**src/hw/asprt_pkg.sv**
```systemverilog
// Constants, register map and state types of the asynchronous serial transceiver.
// Assumes a 32-bit classic Wishbone master and a 100 MHz system clock.
// Contract
// Even parity transmit: bit equals data ones parity.
// Even parity receive: odd total flags error.
// Odd parity transmit: bit inverts data ones parity.
// Odd parity receive: even total flags error.
// Zero parity sends 0, never checked.
// No parity: bit omitted, never checked.
// Transmit only when enabled; data write starts.
// Start, parity, stop bits added by hardware.
// Shift register empty raises transmit done request.
// Software leaves mode alone during transmission.
// Receive sampling only while receive enabled.
// Falling line, half-bit resample confirms start.
// Frame ends after data, parity, one stop.
// Completed frame goes to buffer, done request.
// Errored frame buffered; done only if mode set.
// Receive disable aborts; buffer, status, requests untouched.
// Error request comes before completion request.
// Status codes: parity 04, framing 02, overrun 01.
// Overrun when frame ends before buffer read.
// Status cleared by buffer read or next frame.
// Software reads status before receive buffer.
// Software always reads buffer, even after errors.
// Overrun frame is discarded, buffer kept.
// Bit time is twice divider k input clocks.
// Seven-bit characters: bit 7 ignored, reads 0.
// Transmit line idles high between frames.
package asprt_pkg;

  localparam int ADR_W = 5;
  localparam int DAT_W = 32;

  // Word indices on the bus (byte address is four times the index).
  localparam logic [2:0] IDX_MODE = 3'h0;
  localparam logic [2:0] IDX_STATUS = 3'h1;
  localparam logic [2:0] IDX_TXDATA = 3'h2;
  localparam logic [2:0] IDX_RXBUF = 3'h3;
  localparam logic [2:0] IDX_BAUD = 3'h4;
  localparam logic [2:0] IDX_IRQFLAG = 3'h5;

  // serial_mode_reg fields.
  localparam int MODE_TXE_BIT = 7;
  localparam int MODE_RXE_BIT = 5;
  localparam int MODE_PAR_LSB = 3;
  localparam int MODE_CL_BIT = 2;
  localparam int MODE_SL_BIT = 1;
  localparam int MODE_ERR_IRQ_MODE_BIT_BIT = 0;
  localparam logic [7:0] MODE_RST = 8'h00;

  localparam logic [1:0] PAR_NONE = 2'h0;
  localparam logic [1:0] PAR_ZERO = 2'h1;
  localparam logic [1:0] PAR_ODD = 2'h2;
  localparam logic [1:0] PAR_EVEN = 2'h3;

  // Baud register: prescaler select in 7:6, baud_divider_field in 4:0.
  localparam int BAUD_K_MSB = 4;
  localparam int BAUD_TPS_LSB = 6;
  localparam logic [7:0] BAUD_RST = 8'h1F;

  // rx_status_reg flags.
  localparam int ST_PE_BIT = 2;
  localparam int ST_FE_BIT = 1;
  localparam int ST_OVE_BIT = 0;

  // Sticky request flags, write one to clear.
  localparam int IF_TX_BIT = 0;
  localparam int IF_RX_BIT = 1;
  localparam int IF_ERR_BIT = 2;

  localparam logic [3:0] CHAR_LEN_8 = 4'h8;
  localparam logic [3:0] CHAR_LEN_7 = 4'h7;
  localparam logic [7:0] CHAR_MASK_7 = 8'h7F;

  typedef enum logic {TX_IDLE, TX_SHIFT} asprt_tx_st_t;
  typedef enum logic [1:0] {RX_IDLE, RX_START, RX_DATA} asprt_rx_st_t;

  typedef struct packed {
    logic wb_ack;
    logic [DAT_W-1:0] wb_dat;
    logic [7:0] mode;
    logic [7:0] baud;
    logic [2:0] status;
    logic [7:0] rxbuf;
    logic rx_unread;
    logic [2:0] irq_flag;
    logic tx_done;
    logic rx_done;
    logic rx_err;
    logic rx_done_pend;
    logic [2:0] pre;
    asprt_tx_st_t tx_st;
    logic [11:0] tx_sh;
    logic [3:0] tx_left;
    logic [5:0] tx_cnt;
    logic txd;
    asprt_rx_st_t rx_st;
    logic [9:0] rx_sh;
    logic [3:0] rx_idx;
    logic [5:0] rx_cnt;
  } asprt_state_t;

endpackage

```
**src/hw/asprt_top.sv**
```systemverilog
// Asynchronous serial transceiver with parity, framing and overrun checks.
// Assumes a classic Wishbone master and a partner whose line is synchronous to clk_i.
//
// The Wishbone interface to the registers and the register addresses were decided locally.
`timescale 1ns/1ps
`default_nettype none

module asprt_top
  import asprt_pkg::*;
(
  // Clock and reset.
  input wire logic clk_i,
  input wire logic rst_i,
  // Wishbone slave.
  input wire logic wb_cyc_i,
  input wire logic wb_stb_i,
  input wire logic wb_we_i,
  input wire logic [ADR_W-1:0] wb_adr_i,
  input wire logic [3:0] wb_sel_i,
  input wire logic [DAT_W-1:0] wb_dat_i,
  output logic [DAT_W-1:0] wb_dat_o,
  output logic wb_ack_o,
  // Serial line.
  input wire logic serial_rx_pin_i,
  output logic serial_tx_pin_o,
  // Request pulses.
  output logic tx_done_irq_o,
  output logic rx_done_irq_o,
  output logic rx_error_irq_o
);

  asprt_state_t s_ff;
  asprt_state_t nxt_s;

  logic [4:0] k;
  logic [5:0] bit_last;
  logic [5:0] half_last;
  logic [1:0] tps;
  logic [2:0] pre_mask;
  logic tick;
  logic char8;
  logic [1:0] par;
  logic has_par;
  logic two_stop;
  logic [3:0] n_data;
  logic [3:0] rx_last;
  logic [2:0] idx;
  logic req;
  logic wr;
  logic rd;
  logic [7:0] tx_data;
  logic tx_ones;

  // Bit time is 2k prescaled ticks; start check lands after k ticks.
  assign k = s_ff.baud[BAUD_K_MSB:0];
  assign bit_last = {k, 1'b0} - 6'h01;
  assign half_last = {1'b0, k} - 6'h01;
  assign tps = s_ff.baud[BAUD_TPS_LSB+:2];
  assign pre_mask = 3'((4'h1 << tps) - 4'h1);
  assign tick = (s_ff.pre & pre_mask) == pre_mask;

  assign char8 = s_ff.mode[MODE_CL_BIT];
  assign par = s_ff.mode[MODE_PAR_LSB+:2];
  assign has_par = par != PAR_NONE;
  assign two_stop = s_ff.mode[MODE_SL_BIT];
  assign n_data = char8 ? CHAR_LEN_8 : CHAR_LEN_7;
  assign rx_last = n_data + {3'h0, has_par};

  assign idx = wb_adr_i[4:2];
  assign req = wb_cyc_i & wb_stb_i & ~s_ff.wb_ack;
  assign wr = req & wb_we_i & wb_sel_i[0];
  assign rd = req & ~wb_we_i;

  // In seven-bit mode bit 7 of the written byte never reaches the line.
  assign tx_data = char8 ? wb_dat_i[7:0] : (wb_dat_i[7:0] & CHAR_MASK_7);
  assign tx_ones = ^tx_data;

  always_comb begin
    logic [11:0] fr;
    logic [9:0] fsh;
    logic [7:0] rdata;
    logic pbit;
    logic pe;
    logic fe;
    logic ov;
    logic [3:0] pidx;
    fr = '1;
    fsh = '0;
    rdata = '0;
    pbit = 1'b0;
    pe = 1'b0;
    fe = 1'b0;
    ov = 1'b0;
    pidx = '0;
    nxt_s = s_ff;
    nxt_s.wb_ack = req;
    nxt_s.tx_done = 1'b0;
    nxt_s.rx_done = 1'b0;
    nxt_s.rx_err = 1'b0;
    nxt_s.pre = s_ff.pre + 3'h1;

    // Register reads; reading the buffer wipes the status flags.
    unique case (idx)
      IDX_MODE: rdata = s_ff.mode;
      IDX_STATUS: rdata = {5'h00, s_ff.status};
      IDX_RXBUF: rdata = s_ff.rxbuf;
      IDX_BAUD: rdata = s_ff.baud;
      IDX_IRQFLAG: rdata = {5'h00, s_ff.irq_flag};
      default: rdata = 8'h00;
    endcase
    if (rd) begin
      nxt_s.wb_dat = {24'h000000, rdata};
      if (idx == IDX_RXBUF) begin
        nxt_s.status = '0;
        nxt_s.rx_unread = 1'b0;
      end
    end else if (req) begin
      nxt_s.wb_dat = '0;
    end

    if (wr) begin
      unique case (idx)
        IDX_MODE: nxt_s.mode = wb_dat_i[7:0];
        IDX_BAUD: nxt_s.baud = wb_dat_i[7:0];
        IDX_IRQFLAG: nxt_s.irq_flag = s_ff.irq_flag & ~wb_dat_i[2:0];
        default: ;
      endcase
    end

    // Transmitter.
    unique case (s_ff.tx_st)
      TX_IDLE: begin
        nxt_s.txd = 1'b1;
        if (wr && idx == IDX_TXDATA && s_ff.mode[MODE_TXE_BIT]) begin
          unique case (par)
            PAR_EVEN: pbit = tx_ones;
            PAR_ODD: pbit = ~tx_ones;
            default: pbit = 1'b0;
          endcase
          // Ones above the data double as stop bits, so no-parity just skips a slot.
          fr[0] = 1'b0;
          fr[8:1] = char8 ? tx_data : {1'b1, tx_data[6:0]};
          pidx = n_data + 4'h1;
          if (has_par) begin
            fr[pidx] = pbit;
          end
          nxt_s.txd = fr[0];
          nxt_s.tx_sh = {1'b1, fr[11:1]};
          nxt_s.tx_left = n_data + {3'h0, has_par} + {3'h0, two_stop} + 4'h1;
          nxt_s.tx_cnt = '0;
          nxt_s.tx_st = TX_SHIFT;
        end
      end
      TX_SHIFT: begin
        if (tick) begin
          if (s_ff.tx_cnt == bit_last) begin
            nxt_s.tx_cnt = '0;
            if (s_ff.tx_left == 4'h0) begin
              nxt_s.tx_st = TX_IDLE;
              nxt_s.tx_done = 1'b1;
            end else begin
              nxt_s.txd = s_ff.tx_sh[0];
              nxt_s.tx_sh = {1'b1, s_ff.tx_sh[11:1]};
              nxt_s.tx_left = s_ff.tx_left - 4'h1;
            end
          end else begin
            nxt_s.tx_cnt = s_ff.tx_cnt + 6'h01;
          end
        end
      end
    endcase

    // Completion follows the error request by one cycle.
    if (s_ff.rx_done_pend) begin
      nxt_s.rx_done_pend = 1'b0;
      nxt_s.rx_done = 1'b1;
    end

    // Receiver.
    if (!s_ff.mode[MODE_RXE_BIT]) begin
      nxt_s.rx_st = RX_IDLE;
    end else begin
      unique case (s_ff.rx_st)
        RX_IDLE: begin
          if (!serial_rx_pin_i) begin
            nxt_s.rx_st = RX_START;
            nxt_s.rx_cnt = '0;
          end
        end
        RX_START: begin
          if (tick) begin
            if (s_ff.rx_cnt == half_last) begin
              nxt_s.rx_cnt = '0;
              nxt_s.rx_idx = '0;
              nxt_s.rx_st = serial_rx_pin_i ? RX_IDLE : RX_DATA;
            end else begin
              nxt_s.rx_cnt = s_ff.rx_cnt + 6'h01;
            end
          end
        end
        RX_DATA: begin
          if (tick) begin
            if (s_ff.rx_cnt == bit_last) begin
              nxt_s.rx_cnt = '0;
              fsh = s_ff.rx_sh;
              fsh[s_ff.rx_idx] = serial_rx_pin_i;
              nxt_s.rx_sh = fsh;
              nxt_s.rx_idx = s_ff.rx_idx + 4'h1;
              // Only one stop bit is checked, even with two configured.
              if (s_ff.rx_idx == rx_last) begin
                nxt_s.rx_st = RX_IDLE;
                // Parity and stop are taken before bit 7 is masked, as in seven-bit frames the parity bit,
                // or the stop bit when there is no parity, sits in that slot.
                pbit = fsh[n_data];
                fe = ~fsh[rx_last];
                if (!char8) begin
                  fsh[7] = 1'b0;
                end
                pe = (par == PAR_EVEN) ? (^fsh[7:0] ^ pbit) : 1'b0;
                if (par == PAR_ODD) begin
                  pe = ~(^fsh[7:0] ^ pbit);
                end
                // A read in this same cycle has already cleared the unread mark.
                ov = nxt_s.rx_unread;
                nxt_s.status = '0;
                nxt_s.status[ST_PE_BIT] = pe;
                nxt_s.status[ST_FE_BIT] = fe;
                nxt_s.status[ST_OVE_BIT] = ov;
                if (!ov) begin
                  nxt_s.rxbuf = fsh[7:0];
                  nxt_s.rx_unread = 1'b1;
                end
                if (pe || fe || ov) begin
                  nxt_s.rx_err = 1'b1;
                  nxt_s.rx_done_pend = s_ff.mode[MODE_ERR_IRQ_MODE_BIT_BIT];
                end else begin
                  nxt_s.rx_done = 1'b1;
                end
              end
            end else begin
              nxt_s.rx_cnt = s_ff.rx_cnt + 6'h01;
            end
          end
        end
        default: nxt_s.rx_st = RX_IDLE;
      endcase
    end

    // Sticky flags: a set in the clearing cycle wins.
    nxt_s.irq_flag[IF_TX_BIT] = nxt_s.irq_flag[IF_TX_BIT] | nxt_s.tx_done;
    nxt_s.irq_flag[IF_RX_BIT] = nxt_s.irq_flag[IF_RX_BIT] | nxt_s.rx_done;
    nxt_s.irq_flag[IF_ERR_BIT] = nxt_s.irq_flag[IF_ERR_BIT] | nxt_s.rx_err;
  end

  always_ff @(posedge clk_i) begin
    if (rst_i) begin
      s_ff <= '0;
      s_ff.mode <= MODE_RST;
      s_ff.baud <= BAUD_RST;
      s_ff.txd <= 1'b1;
      s_ff.tx_st <= TX_IDLE;
      s_ff.rx_st <= RX_IDLE;
    end else begin
      s_ff <= nxt_s;
    end
  end

  assign wb_ack_o = s_ff.wb_ack;
  assign wb_dat_o = s_ff.wb_dat;
  assign serial_tx_pin_o = s_ff.txd;
  assign tx_done_irq_o = s_ff.tx_done;
  assign rx_done_irq_o = s_ff.rx_done;
  assign rx_error_irq_o = s_ff.rx_err;

endmodule

`default_nettype wire

```
**config.mk**
```make
export PLATFORM = sky130hd
export DESIGN_NAME = asprt_top
export DESIGN_NICKNAME = d
export VERILOG_FILES = /design/src/hw/asprt_pkg.sv /design/src/hw/asprt_top.sv
export SDC_FILE = /design/constraint.sdc
export NUM_CORES = 1
export LEC_CHECK = 0
export ABC_AREA = 1
export BUFFER_PORTS_ARGS = -buffer_cell sky130_fd_sc_hd__clkbuf_2
export CAP_MARGIN = 20
export CORE_ASPECT_RATIO = 1.1
export CORE_MARGIN = 2
export CORE_UTILIZATION = 40
export DETAILED_ROUTE_END_ITERATION = 12
export HOLD_SLACK_MARGIN = 0.08
export PLACE_DENSITY_LB_ADDON = 0.08
export SLEW_MARGIN = 20
export SYNTH_ARGS = -nofsm -noshare
export SYNTH_HDL_FRONTEND = slang
export SYNTH_SLANG_ARGS = --single-unit
```
**constraint.sdc**
```tcl
create_clock -name clk_i -period 4.5 [get_ports clk_i]
set_input_delay 0.45 -clock clk_i [delete_from_list [all_inputs] [get_ports clk_i]]
set_output_delay 0.45 -clock clk_i [all_outputs]
set_load 0.03 [all_outputs]
```
# After elaboration in Yosys (flattened, before gate mapping)
# Index checks and enable logic that the tools add are counted.
dict set report word_totals {
  regBits 93
  latchBits 0
  ramBits 0
  romBits 0
  output_inout_bits 37
  memories 0
}
dict set report op_classes {
  addsub 12
  n_mul 0
  div_mod_pow 0
  n_lt_le_gt_ge 6
  n_eq_ne 24
  n_shift 1
  n_mux 81
  n_bitwise 25
  n_reduce_logical 27
}
# cell n
set ops {}
lappend ops {{two-way mux 12 bit} 6}
lappend ops {{two-way mux 24 bit} 2}
lappend ops {{case mux 24 bit (2 select lines)} 1}
lappend ops {{case mux 8 bit (5 select lines)} 1}
lappend ops {{two-way mux 16 bit} 2}
lappend ops {{two-way mux 8 bit} 4}
lappend ops {{two-way mux 1 bit} 30}
lappend ops {{two-way mux 3 bit} 9}
lappend ops {{two-way mux 6 bit} 4}
lappend ops {{two-way mux 22 bit} 1}
lappend ops {{< comparator 4 x 5 -> 1 bit (second input constant)} 4}
lappend ops {{== test 6 bit} 3}
lappend ops {{case mux 6 bit (3 select lines)} 1}
lappend ops {{AND reduction 6 bit} 3}
lappend ops {{two-way mux 17 bit} 1}
lappend ops {{!= test 2 bit (second input constant)} 8}
lappend ops {{XOR reduction 8 bit} 2}
lappend ops {{NOT 1 bit} 13}
lappend ops {{adder 4 x 1 -> 4 bit (second input constant)} 3}
lappend ops {{adder 6 x 1 -> 6 bit (second input constant)} 2}
lappend ops {{bitwise mux 12 bit} 1}
lappend ops {{two-way mux 2 bit} 6}
lappend ops {{bitwise mux 10 bit} 1}
lappend ops {{two-way mux 10 bit} 1}
lappend ops {{41 further kinds} 67}

# Longest topological paths before layout
# Gate-level depths: netlist of the first run.
dict set report depth {
  word_depth 29
  depth_mapped 18
  depth_no_buf 18
}

# Least setup slack after synthesis of the first run
# No wires, ideal clock.
dict set report synth_path {
  kind {register to register}
  start {register s_ff, in the netlist k[0]}
  end {register s_ff[7] (netlist name)}
  arrival_ps 1861
  required_time_ps 4372
  slack_ps 2511
  stages_incl_launch_ff 14
  cell_sequence {dfxtp_1 inv_2 ha_1 nand2_1 nand2_1 xor2_1 nor3_2 nand2_4 nand2_1 nand2_1 nor2_2 nand2_1 o21ai_0 nor2_1}
}
dict set report synth_between {
  elab_chain_cells 4
}
# element line
set synth_lines {}
lappend synth_lines {{start, declared} asprt_top.sv:32} ;# asprt_state_t s_ff;
lappend synth_lines {{start signal, assigned} asprt_top.sv:264} ;# s_ff <= nxt_s;
lappend synth_lines {{subtractor 6 x 1 -> 6 bit or subtractor 5 x 1 -> 6 bit (tied branches)} {asprt_top.sv:56, asprt_top.sv:57}}
lappend synth_lines {{== test 6 bit, on equally long branches} {asprt_top.sv:203, asprt_top.sv:192}}
lappend synth_lines {{!= test 2 bit (no line)} --}
lappend synth_lines {{AND reduction 6 bit (no line) (*)} --}
# Every way passes the cells marked *; elsewhere a longest branch is shown, timed or not.
# A chain may end at the register's enable or synchronous reset.

# Worst setup path after layout of the first run
dict set report layout_path {
  start {register s_ff, in the netlist k[0]}
  end {register s_ff[32] (netlist name)}
}
dict set report layout_between {
  elab_chain_cells 4
}
# element line
set layout_lines {}
lappend layout_lines {{subtractor 6 x 1 -> 6 bit} asprt_top.sv:56} ;# assign bit_last = {k, 1'b0} - 6'h01;
lappend layout_lines {{== test 6 bit} asprt_top.sv:156} ;# if (s_ff.tx_cnt == bit_last) begin
lappend layout_lines {{!= test 2 x 1 -> 1 bit (no line)} --}
lappend layout_lines {{AND reduction 4 bit (no line)} --}
# Every way passes these cells.

==> results.ini, run 1 <==
[status]
outcome = complete, no violations

[synthesis]
ys_seq_area_share_pct = 34.4
netlist_instances = 771
yosys.area.top_type = dfxtp_1
syn_area_sq_um = 5420
syn_avg_cell_area_sq_um = 7.02
ys_ff_latch = 93
synth_top_area_share_pct = 34.4
yosysWarnings = 0
synthDistinctLibCells = 47
synth_area_leaders = dfxtp_1 (34%), nand2_1 (13%), a21oi_1 (6.7%)

[sta]
slew_viol_final = 0
max_slew.worst_pin.slew_ns = 0.789
fin_tns_setup_ns = 0
final_hold_viol_count = 0
clock.fmax_ghz = 0.377
max-slew-margin-rel_pct = 47.2
fin_crit_sh_pct = 59.0
setup_viol = 0
rsz0062_at_grt = no
fin_skew_ns = 0.00879
period_minus_slack_ns = 2.65

[clock_tree]
holdBufCountCts = 0
cts_max_level = 3
cts-root-buf = clkbuf_16
clkSlewWorstSetupHoldPaths_ns = 0.07
cts_setup_buffers = 0
ctsResizeCount = 0
cts_buffers = 9
cts_tree = done
cts_buffer_depth = 2
cts.sink_count = 93
clkLatencyLatePin_ns = 0.36

[route]
vias = 4821
drt_first_pass_iters = 5
drt_iter0_markers = 301
drc_errors = 0
wl_um = 13500
avgViaCountPerCell = 5.09
wl_per_cell_um = 14.2
final_antenna_net_count = 0

[worst_setup_path]
path_class = flip-flop to flip-flop
cp_cell_sequence = inv_2 > ha_1 > inv_1 > a22oi_1 > o211ai_1 > nor2_1 > nand3_1 > nor2_1 > nand2_1 > a21oi_1 > a21oi_1
worst_ep_required_time_ns = 4.75
worstPathMaxFanout = 11
max_stage_delay_ns = 0.63
cp-end-kind = flip-flop
cp-start-kind = flip-flop
arrival_ns = 2.90
critPathSlowestCell = nor2_1

[grt]
grt_overflow = 0
antenna_found_initial = 0
grt_max_degree = 42
grt_pass1_vias = 4396
grt_pass1_wl_um = 22200
grt.total_usage_pct = 19.4

[floorplanning]
rows = 44
pin_count = 84
fp.coreArea_sq_um = 13200
die-area_sq_um = 14500
fp.dieH_um = 126
start_util_pct = 41.0
die_w_um = 115

[placed_design]
portBuffers = 30
gp_congestion = 0.810
dp_hpwl_um = 10000
dp.cells = 932

[power_and_ir_drop]
total_leakage_power_uw = 0.00254
power_density_nw_per_um2 = 308
peakVddDrop_uv = 144

[min_path]
hp-class = input pin to flip-flop

[final_layout]
fin_nets = 845
synthToLayoutAreaGrowth_pct = 7.69
final_cells = 948
drive_gt1_share_pct = 10.3
antenna_cells = 0

[job]
drv_cap = 0

==> cells in the final DEF (no fill, tap or decap), types with 15 or more instances in the layout <==
cell type / Yosys / layout
xor2_1: 21 / 21
nand3_1: 57 / 57
o21ai_0: 44 / 44
a21oi_1: 72 / 72
clkbuf_2: 0 / 30
nor2_1: 48 / 48
ha_1: 15 / 15
dfxtp_1: 93 / 93
o21ai_1: 22 / 22
conb_1: 1 / 24
nand2_1: 182 / 182
inv_1: 72 / 72
==> logic make-up (layout without fill, tap and decap cells) <==
| group | Yosys count | in the layout | synth area share, % |
|---|---|---|---|
| simple gates | 318 | 318 | 26.2 |
| compound gates | 173 | 173 | 17.8 |
| buf+inv | 139 | 132 | 12.7 |
| flops | 93 | 93 | 34.4 |
| xor+xnor | 31 | 31 | 5.01 |
| fa+ha+maj | 16 | 16 | 3.84 |
| other cells | 1 | 24 | 0.0692 |
==> stage by stage <==
stage          hold slack [ns]  instance area [sq um]  setup slack [ns]  utilization, %  power (uW)
2_1_floorplan            0.430                   5500              2.51               -         942
3_3_place_gp             0.440                   5500              1.90            41.6         954
3_5_place_dp             0.457                   5500              1.88            41.6         955
4_1_cts                  0.383                   5830              1.86            44.1        1820
5_1_grt                  0.393                   5830              1.57            44.1        1860
6_report                 0.393                   5830              1.85            44.1        1800
==> state kept, by name, summed over array words and instances, names as in the netlist <==
name / flops
rx_done_irq_o: 1
tx_done_irq_o: 1
serial_tx_pin_o: 1
wb_ack_o: 1
wb_dat_o: 8
char8: 1
par: 2
rx_error_irq_o: 1
s_ff: 72
k: 5
==> power by group <==
| part | internal, uW | switching, uW |
|---|---|---|
| Sequential | 827 | 3.02 |
| Combinational | 23.6 | 82.3 |
| Clock | 518 | 341 |
| Total | 1370 | 426 |
==> metal layers <==
layer  up-vias  global-route usage [%]  routed length, um  share of wire (%)
li1       2499                       -                  -                  -
met1      2200                    29.0               6930                 51
met2       103                    28.2               5750                 43
met3        19                    2.55                531                3.9
met4         0                    7.44                294                2.2
met5         -                       0                  0                  0
==> synthesized netlist by cell type, drive strengths merged <==
master and count:
a211oi 1, a21oi 73, a221oi 1, a22oi 9, a31oi 1, buf 42
clkbuf 12, clkinv 1, conb 1, dfxtp 93, fa 1, ha 15
inv 84, nand2 184, nand3 62, nand3b 2, nand4 4, nor2 55
nor3 9, nor4 1, o211a 1, o211ai 15, o21ai 68, o21bai 1
o221ai 2, o22ai 1, or2 1, xnor2 10, xor2 21
==> final timing paths <==
kind / cells past startpoint / slack (ns) / from / endpoint
max: 11 / 1.85 / k[0] / s_ff[32]
min: 3 / 0.39 / wb_dat_i[7] / s_ff[75]
min reg2reg: 2 / 0.47 / s_ff[66] / s_ff[66]
max reg2reg: 11 / 1.85 / k[0] / s_ff[32]
==> critical path, delay by kind of cell (launching register included) <==
kind	cells	cell delay [ns]
AND/OR/NAND/NOR	4	1.04
adder cells (fa/ha/maj)	1	0.37
flip-flops	1	0.45
AO/OA/AOI/OAI	4	0.51
buffers and inverters	2	0.18
==> final cells by class <==
type	instances	area [sq um]
Clock buffer	11	253
Clock inverter	5	82.6
Fill cell	1397	7380
Inverter	85	324
Multi-Input combinational cell	562	2950
Sequential cell	93	1860
Tap cell	161	201
Timing Repair Buffer	31	158
No activity file was read; power rests on OpenSTA's default activity.
==> run 2, diff against run 1 <==
==> constraint.sdc (replaced) <==
create_clock -name clk_i -period 2.6 [get_ports clk_i]
set_input_delay 0.26 -clock clk_i [delete_from_list [all_inputs] [get_ports clk_i]]
set_output_delay 0.26 -clock clk_i [all_outputs]
set_load 0.03 [all_outputs]
==> run 2 against run 1 <==
Effect of this change: worst setup slack lost 1.5 ns; utilization grew 0.30 points; first-iteration DRC count shrank 15%; wire length grew 0.88%; via count grew 0.48%; global-route usage grew 0.44 points; cell count grew 1.4%; worst hold slack lost 0.21 ns; clock-buffer cell count shrank 2; critical path type unchanged; register-to-register slack lost 1.5 ns; total power grew 59%; die area is the same.
==> results.ini, run 2 (synthesis gave the netlist of run 1 again) <==
[grt]
grt.total_usage_pct = 19.9  ; was 19.4%
grt_pass1_vias = 4508  ; was 4396
antenna_found_initial = 0  ; unchanged
grt_pass1_wl_um = 22600  ; was 22200 um
grt_max_degree = 61  ; was 42
grt_overflow = 0  ; unchanged

[final_layout]
largest_reg_flops = 72  ; unchanged
fin_nets = 859  ; was 845
final_area_sq_um = 5870  ; was 5830 sq um
fillers = 1366  ; was 1397
synthToLayoutAreaGrowth_pct = 8.43  ; was 7.69%
layout_common_cells = nand2_1 (182), dfxtp_1 (92), inv_1 (72), a21oi_1 (72), nand3_1 (57)  ; was nand2_1 (182), dfxtp_1 (93), inv_1 (72), a21oi_1 (72), nand3_1 (57)
final_common_cell = nand2_1  ; unchanged
multi_input_area_sq_um = 2950  ; unchanged
regMostFlops = s_ff  ; unchanged
seqCellArea_sq_um = 1860  ; about the same
drive_gt1_share_pct = 11.9  ; was 10.3%
antenna_cells = 0  ; unchanged

[route]
vias = 4844  ; was 4821
drc_errors = 0  ; unchanged
avgViaCountPerCell = 5.04  ; was 5.09
drt_iter0_markers = 256  ; was 301
final_antenna_net_count = 0  ; unchanged
wl_per_cell_um = 14.2  ; about the same
drt_first_pass_iters = 5  ; unchanged
wl_um = 13600  ; was 13500 um

[worst_setup_path]
path_delay_family = simple AND/OR/NAND/NOR gates  ; unchanged
worst_ep_required_time_ns = 2.88  ; was 4.75 ns
critPathSlowestCell = dfxtp_2  ; was nor2_1
cp-end-kind = flip-flop  ; unchanged
arrival_ns = 2.59  ; was 2.90 ns
path_class = flip-flop to flip-flop  ; unchanged
worstPathMaxFanout = 9  ; was 11
cp_cell_sequence = inv_2 > ha_1 > nand2_1 > nand2_1 > xor2_1 > nor3_2 > nand2_4 > inv_4 > nand3_4 > nor2_4 > buf_4 > o21ai_1 > a21oi_1  ; was inv_2 > ha_1 > inv_1 > a22oi_1 > o211ai_1 > nor2_1 > nand3_1 > nor2_1 > nand2_1 > a21oi_1 > a21oi_1
max_stage_delay_ns = 0.39  ; was 0.63 ns
cp-start-kind = flip-flop  ; unchanged
path_buf_inv = 3  ; was 2
crit_top_cell = nand2_1
r2r_setup_slack_ns = 0.30  ; was 1.85 ns

[power_and_ir_drop]
swShare_pct = 25.6  ; was 23.8%
power_density_nw_per_um2 = 485  ; was 308 nW/um^2
total_leakage_power_uw = 0.00257  ; was 0.00254 uW
clockPowerShare_pct = 42.9  ; was 47.9%
peakVddDrop_uv = 244  ; was 144 uV
power_frac_seq_pct = 50.5  ; was 46.2%
p_sw_uw = 729  ; was 426 uW
p_comb_share_pct = 6.6  ; was 5.9%
p_int_uw = 2120  ; was 1370 uW

[placed_design]
gp_congestion = 0.855  ; was 0.810
dp_hpwl_um = 10300  ; was 10000 um
portBuffers = 30  ; unchanged
dpl_cell_area_sq_um = 5600  ; was 5500 sq um

[sta]
fin_crit_sh_pct = 88.5  ; was 59.0%
fin_tns_setup_ns = 0  ; unchanged
final_hold_viol_count = 0  ; unchanged
max-slew-margin-rel_pct = 61.3  ; was 47.2%
rsz0062_at_grt = no  ; unchanged
clock.fmax_ghz = 0.435  ; was 0.377 GHz
slew_viol_final = 0  ; unchanged
hold_slack_ns = 0.184  ; was 0.393 ns
period_minus_slack_ns = 2.30  ; was 2.65 ns
max_slew.worst_pin.slew_ns = 0.580  ; was 0.789 ns
setup_viol = 0  ; unchanged
fin_skew_ns = 0.00722  ; was 0.00879 ns

[floorplanning]
die-area_sq_um = 14500  ; unchanged
start_util_pct = 41.0  ; unchanged
pin_count = 84  ; unchanged
fp.coreArea_sq_um = 13200  ; unchanged
die_w_um = 115  ; unchanged
fp.dieH_um = 126  ; unchanged
rows = 44  ; unchanged

[status]
outcome = complete, no violations  ; unchanged

[clock_tree]
cts_max_level = 3  ; unchanged
cts_buffer_depth = 2  ; unchanged
cts_buffers = 9  ; unchanged
cts.sink_count = 93  ; unchanged
cts_tree = done  ; unchanged
cts-root-buf = clkbuf_16  ; unchanged
clkLatencyLatePin_ns = 0.35  ; was 0.36 ns
clkSlewWorstSetupHoldPaths_ns = 0.06  ; was 0.07 ns
cts_setup_buffers = 0  ; unchanged

[min_path]
hp-class = input pin to flip-flop  ; unchanged

[job]
drv_cap = 0  ; unchanged

[run 2: repair_timing]
item,in CTS,in global routing
endpoints found under the setup margin,0,21
hold buffers,0,0
resized for setup,0,3
[run 2: area by class of cell]
class | instances | share of cell area [%]
clock buffer | 9 | 3.84
tap | 161 | 3.43
timing repair buffer | 45 | 4.47
inverter | 85 | 5.56
multi-input combinational | 562 | 50.3
clock inverter | 6 | 0.703
sequential | 93 | 31.7
[run 2: final timing paths]
path,start,to,depth (start not counted)
setup reg to reg,k[0],s_ff[62],13
setup / recovery,k[0],s_ff[62],13
hold / removal,wb_dat_i[7],s_ff[75],3
hold reg to reg,s_ff[44],s_ff[44],2
[run 2: per-layer routing]
| metal | vias up | track usage, % | part of all wire, % |
|---|---|---|---|
| met1 | 2219 | 29.1 | 52 |
| met4 | 0 | 7.37 | 1.8 |
| met3 | 15 | 2.55 | 2.9 |
| met5 | - | 0 | 0 |
| li1 | 2524 | - | - |
| met2 | 86 | 29.7 | 44 |
[run 2: stage by stage]
step / setup slack (ns) / std cells / power, uW / utilization, %
finish: 0.299 / 961 / 2850 / 44.4
global route: 0.0202 / 961 / 2980 / 44.4
CTS: 0.182 / 961 / 2890 / 44.4
detailed placement: 0.207 / 946 / 1660 / 42.4
global placement: 0.213 / 946 / 1650 / 42.4
floorplan: 0.611 / 794 / 1630 / -
[run 2: worst reg2reg max path: stages (launching register included)]
cell and delay (ns):
dfxtp_2 0.39, inv_2 0.08, ha_1 0.24, nand2_1 0.10, nand2_1 0.11, xor2_1 0.17
nor3_2 0.25, nand2_4 0.14, inv_4 0.10, nand3_4 0.10, nor2_4 0.20, buf_4 0.17
o21ai_1 0.06, a21oi_1 0.15
[run 2: power groups by stage]
stage          combinational, uW  sequential (uW)  clock (uW)
2_1_floorplan                161             1470           0
3_3_place_gp                 186             1470           0
3_5_place_dp                 188             1470           0
4_1_cts                      188             1440        1260
5_1_grt                      207             1440        1330
6_report                     188             1440        1220
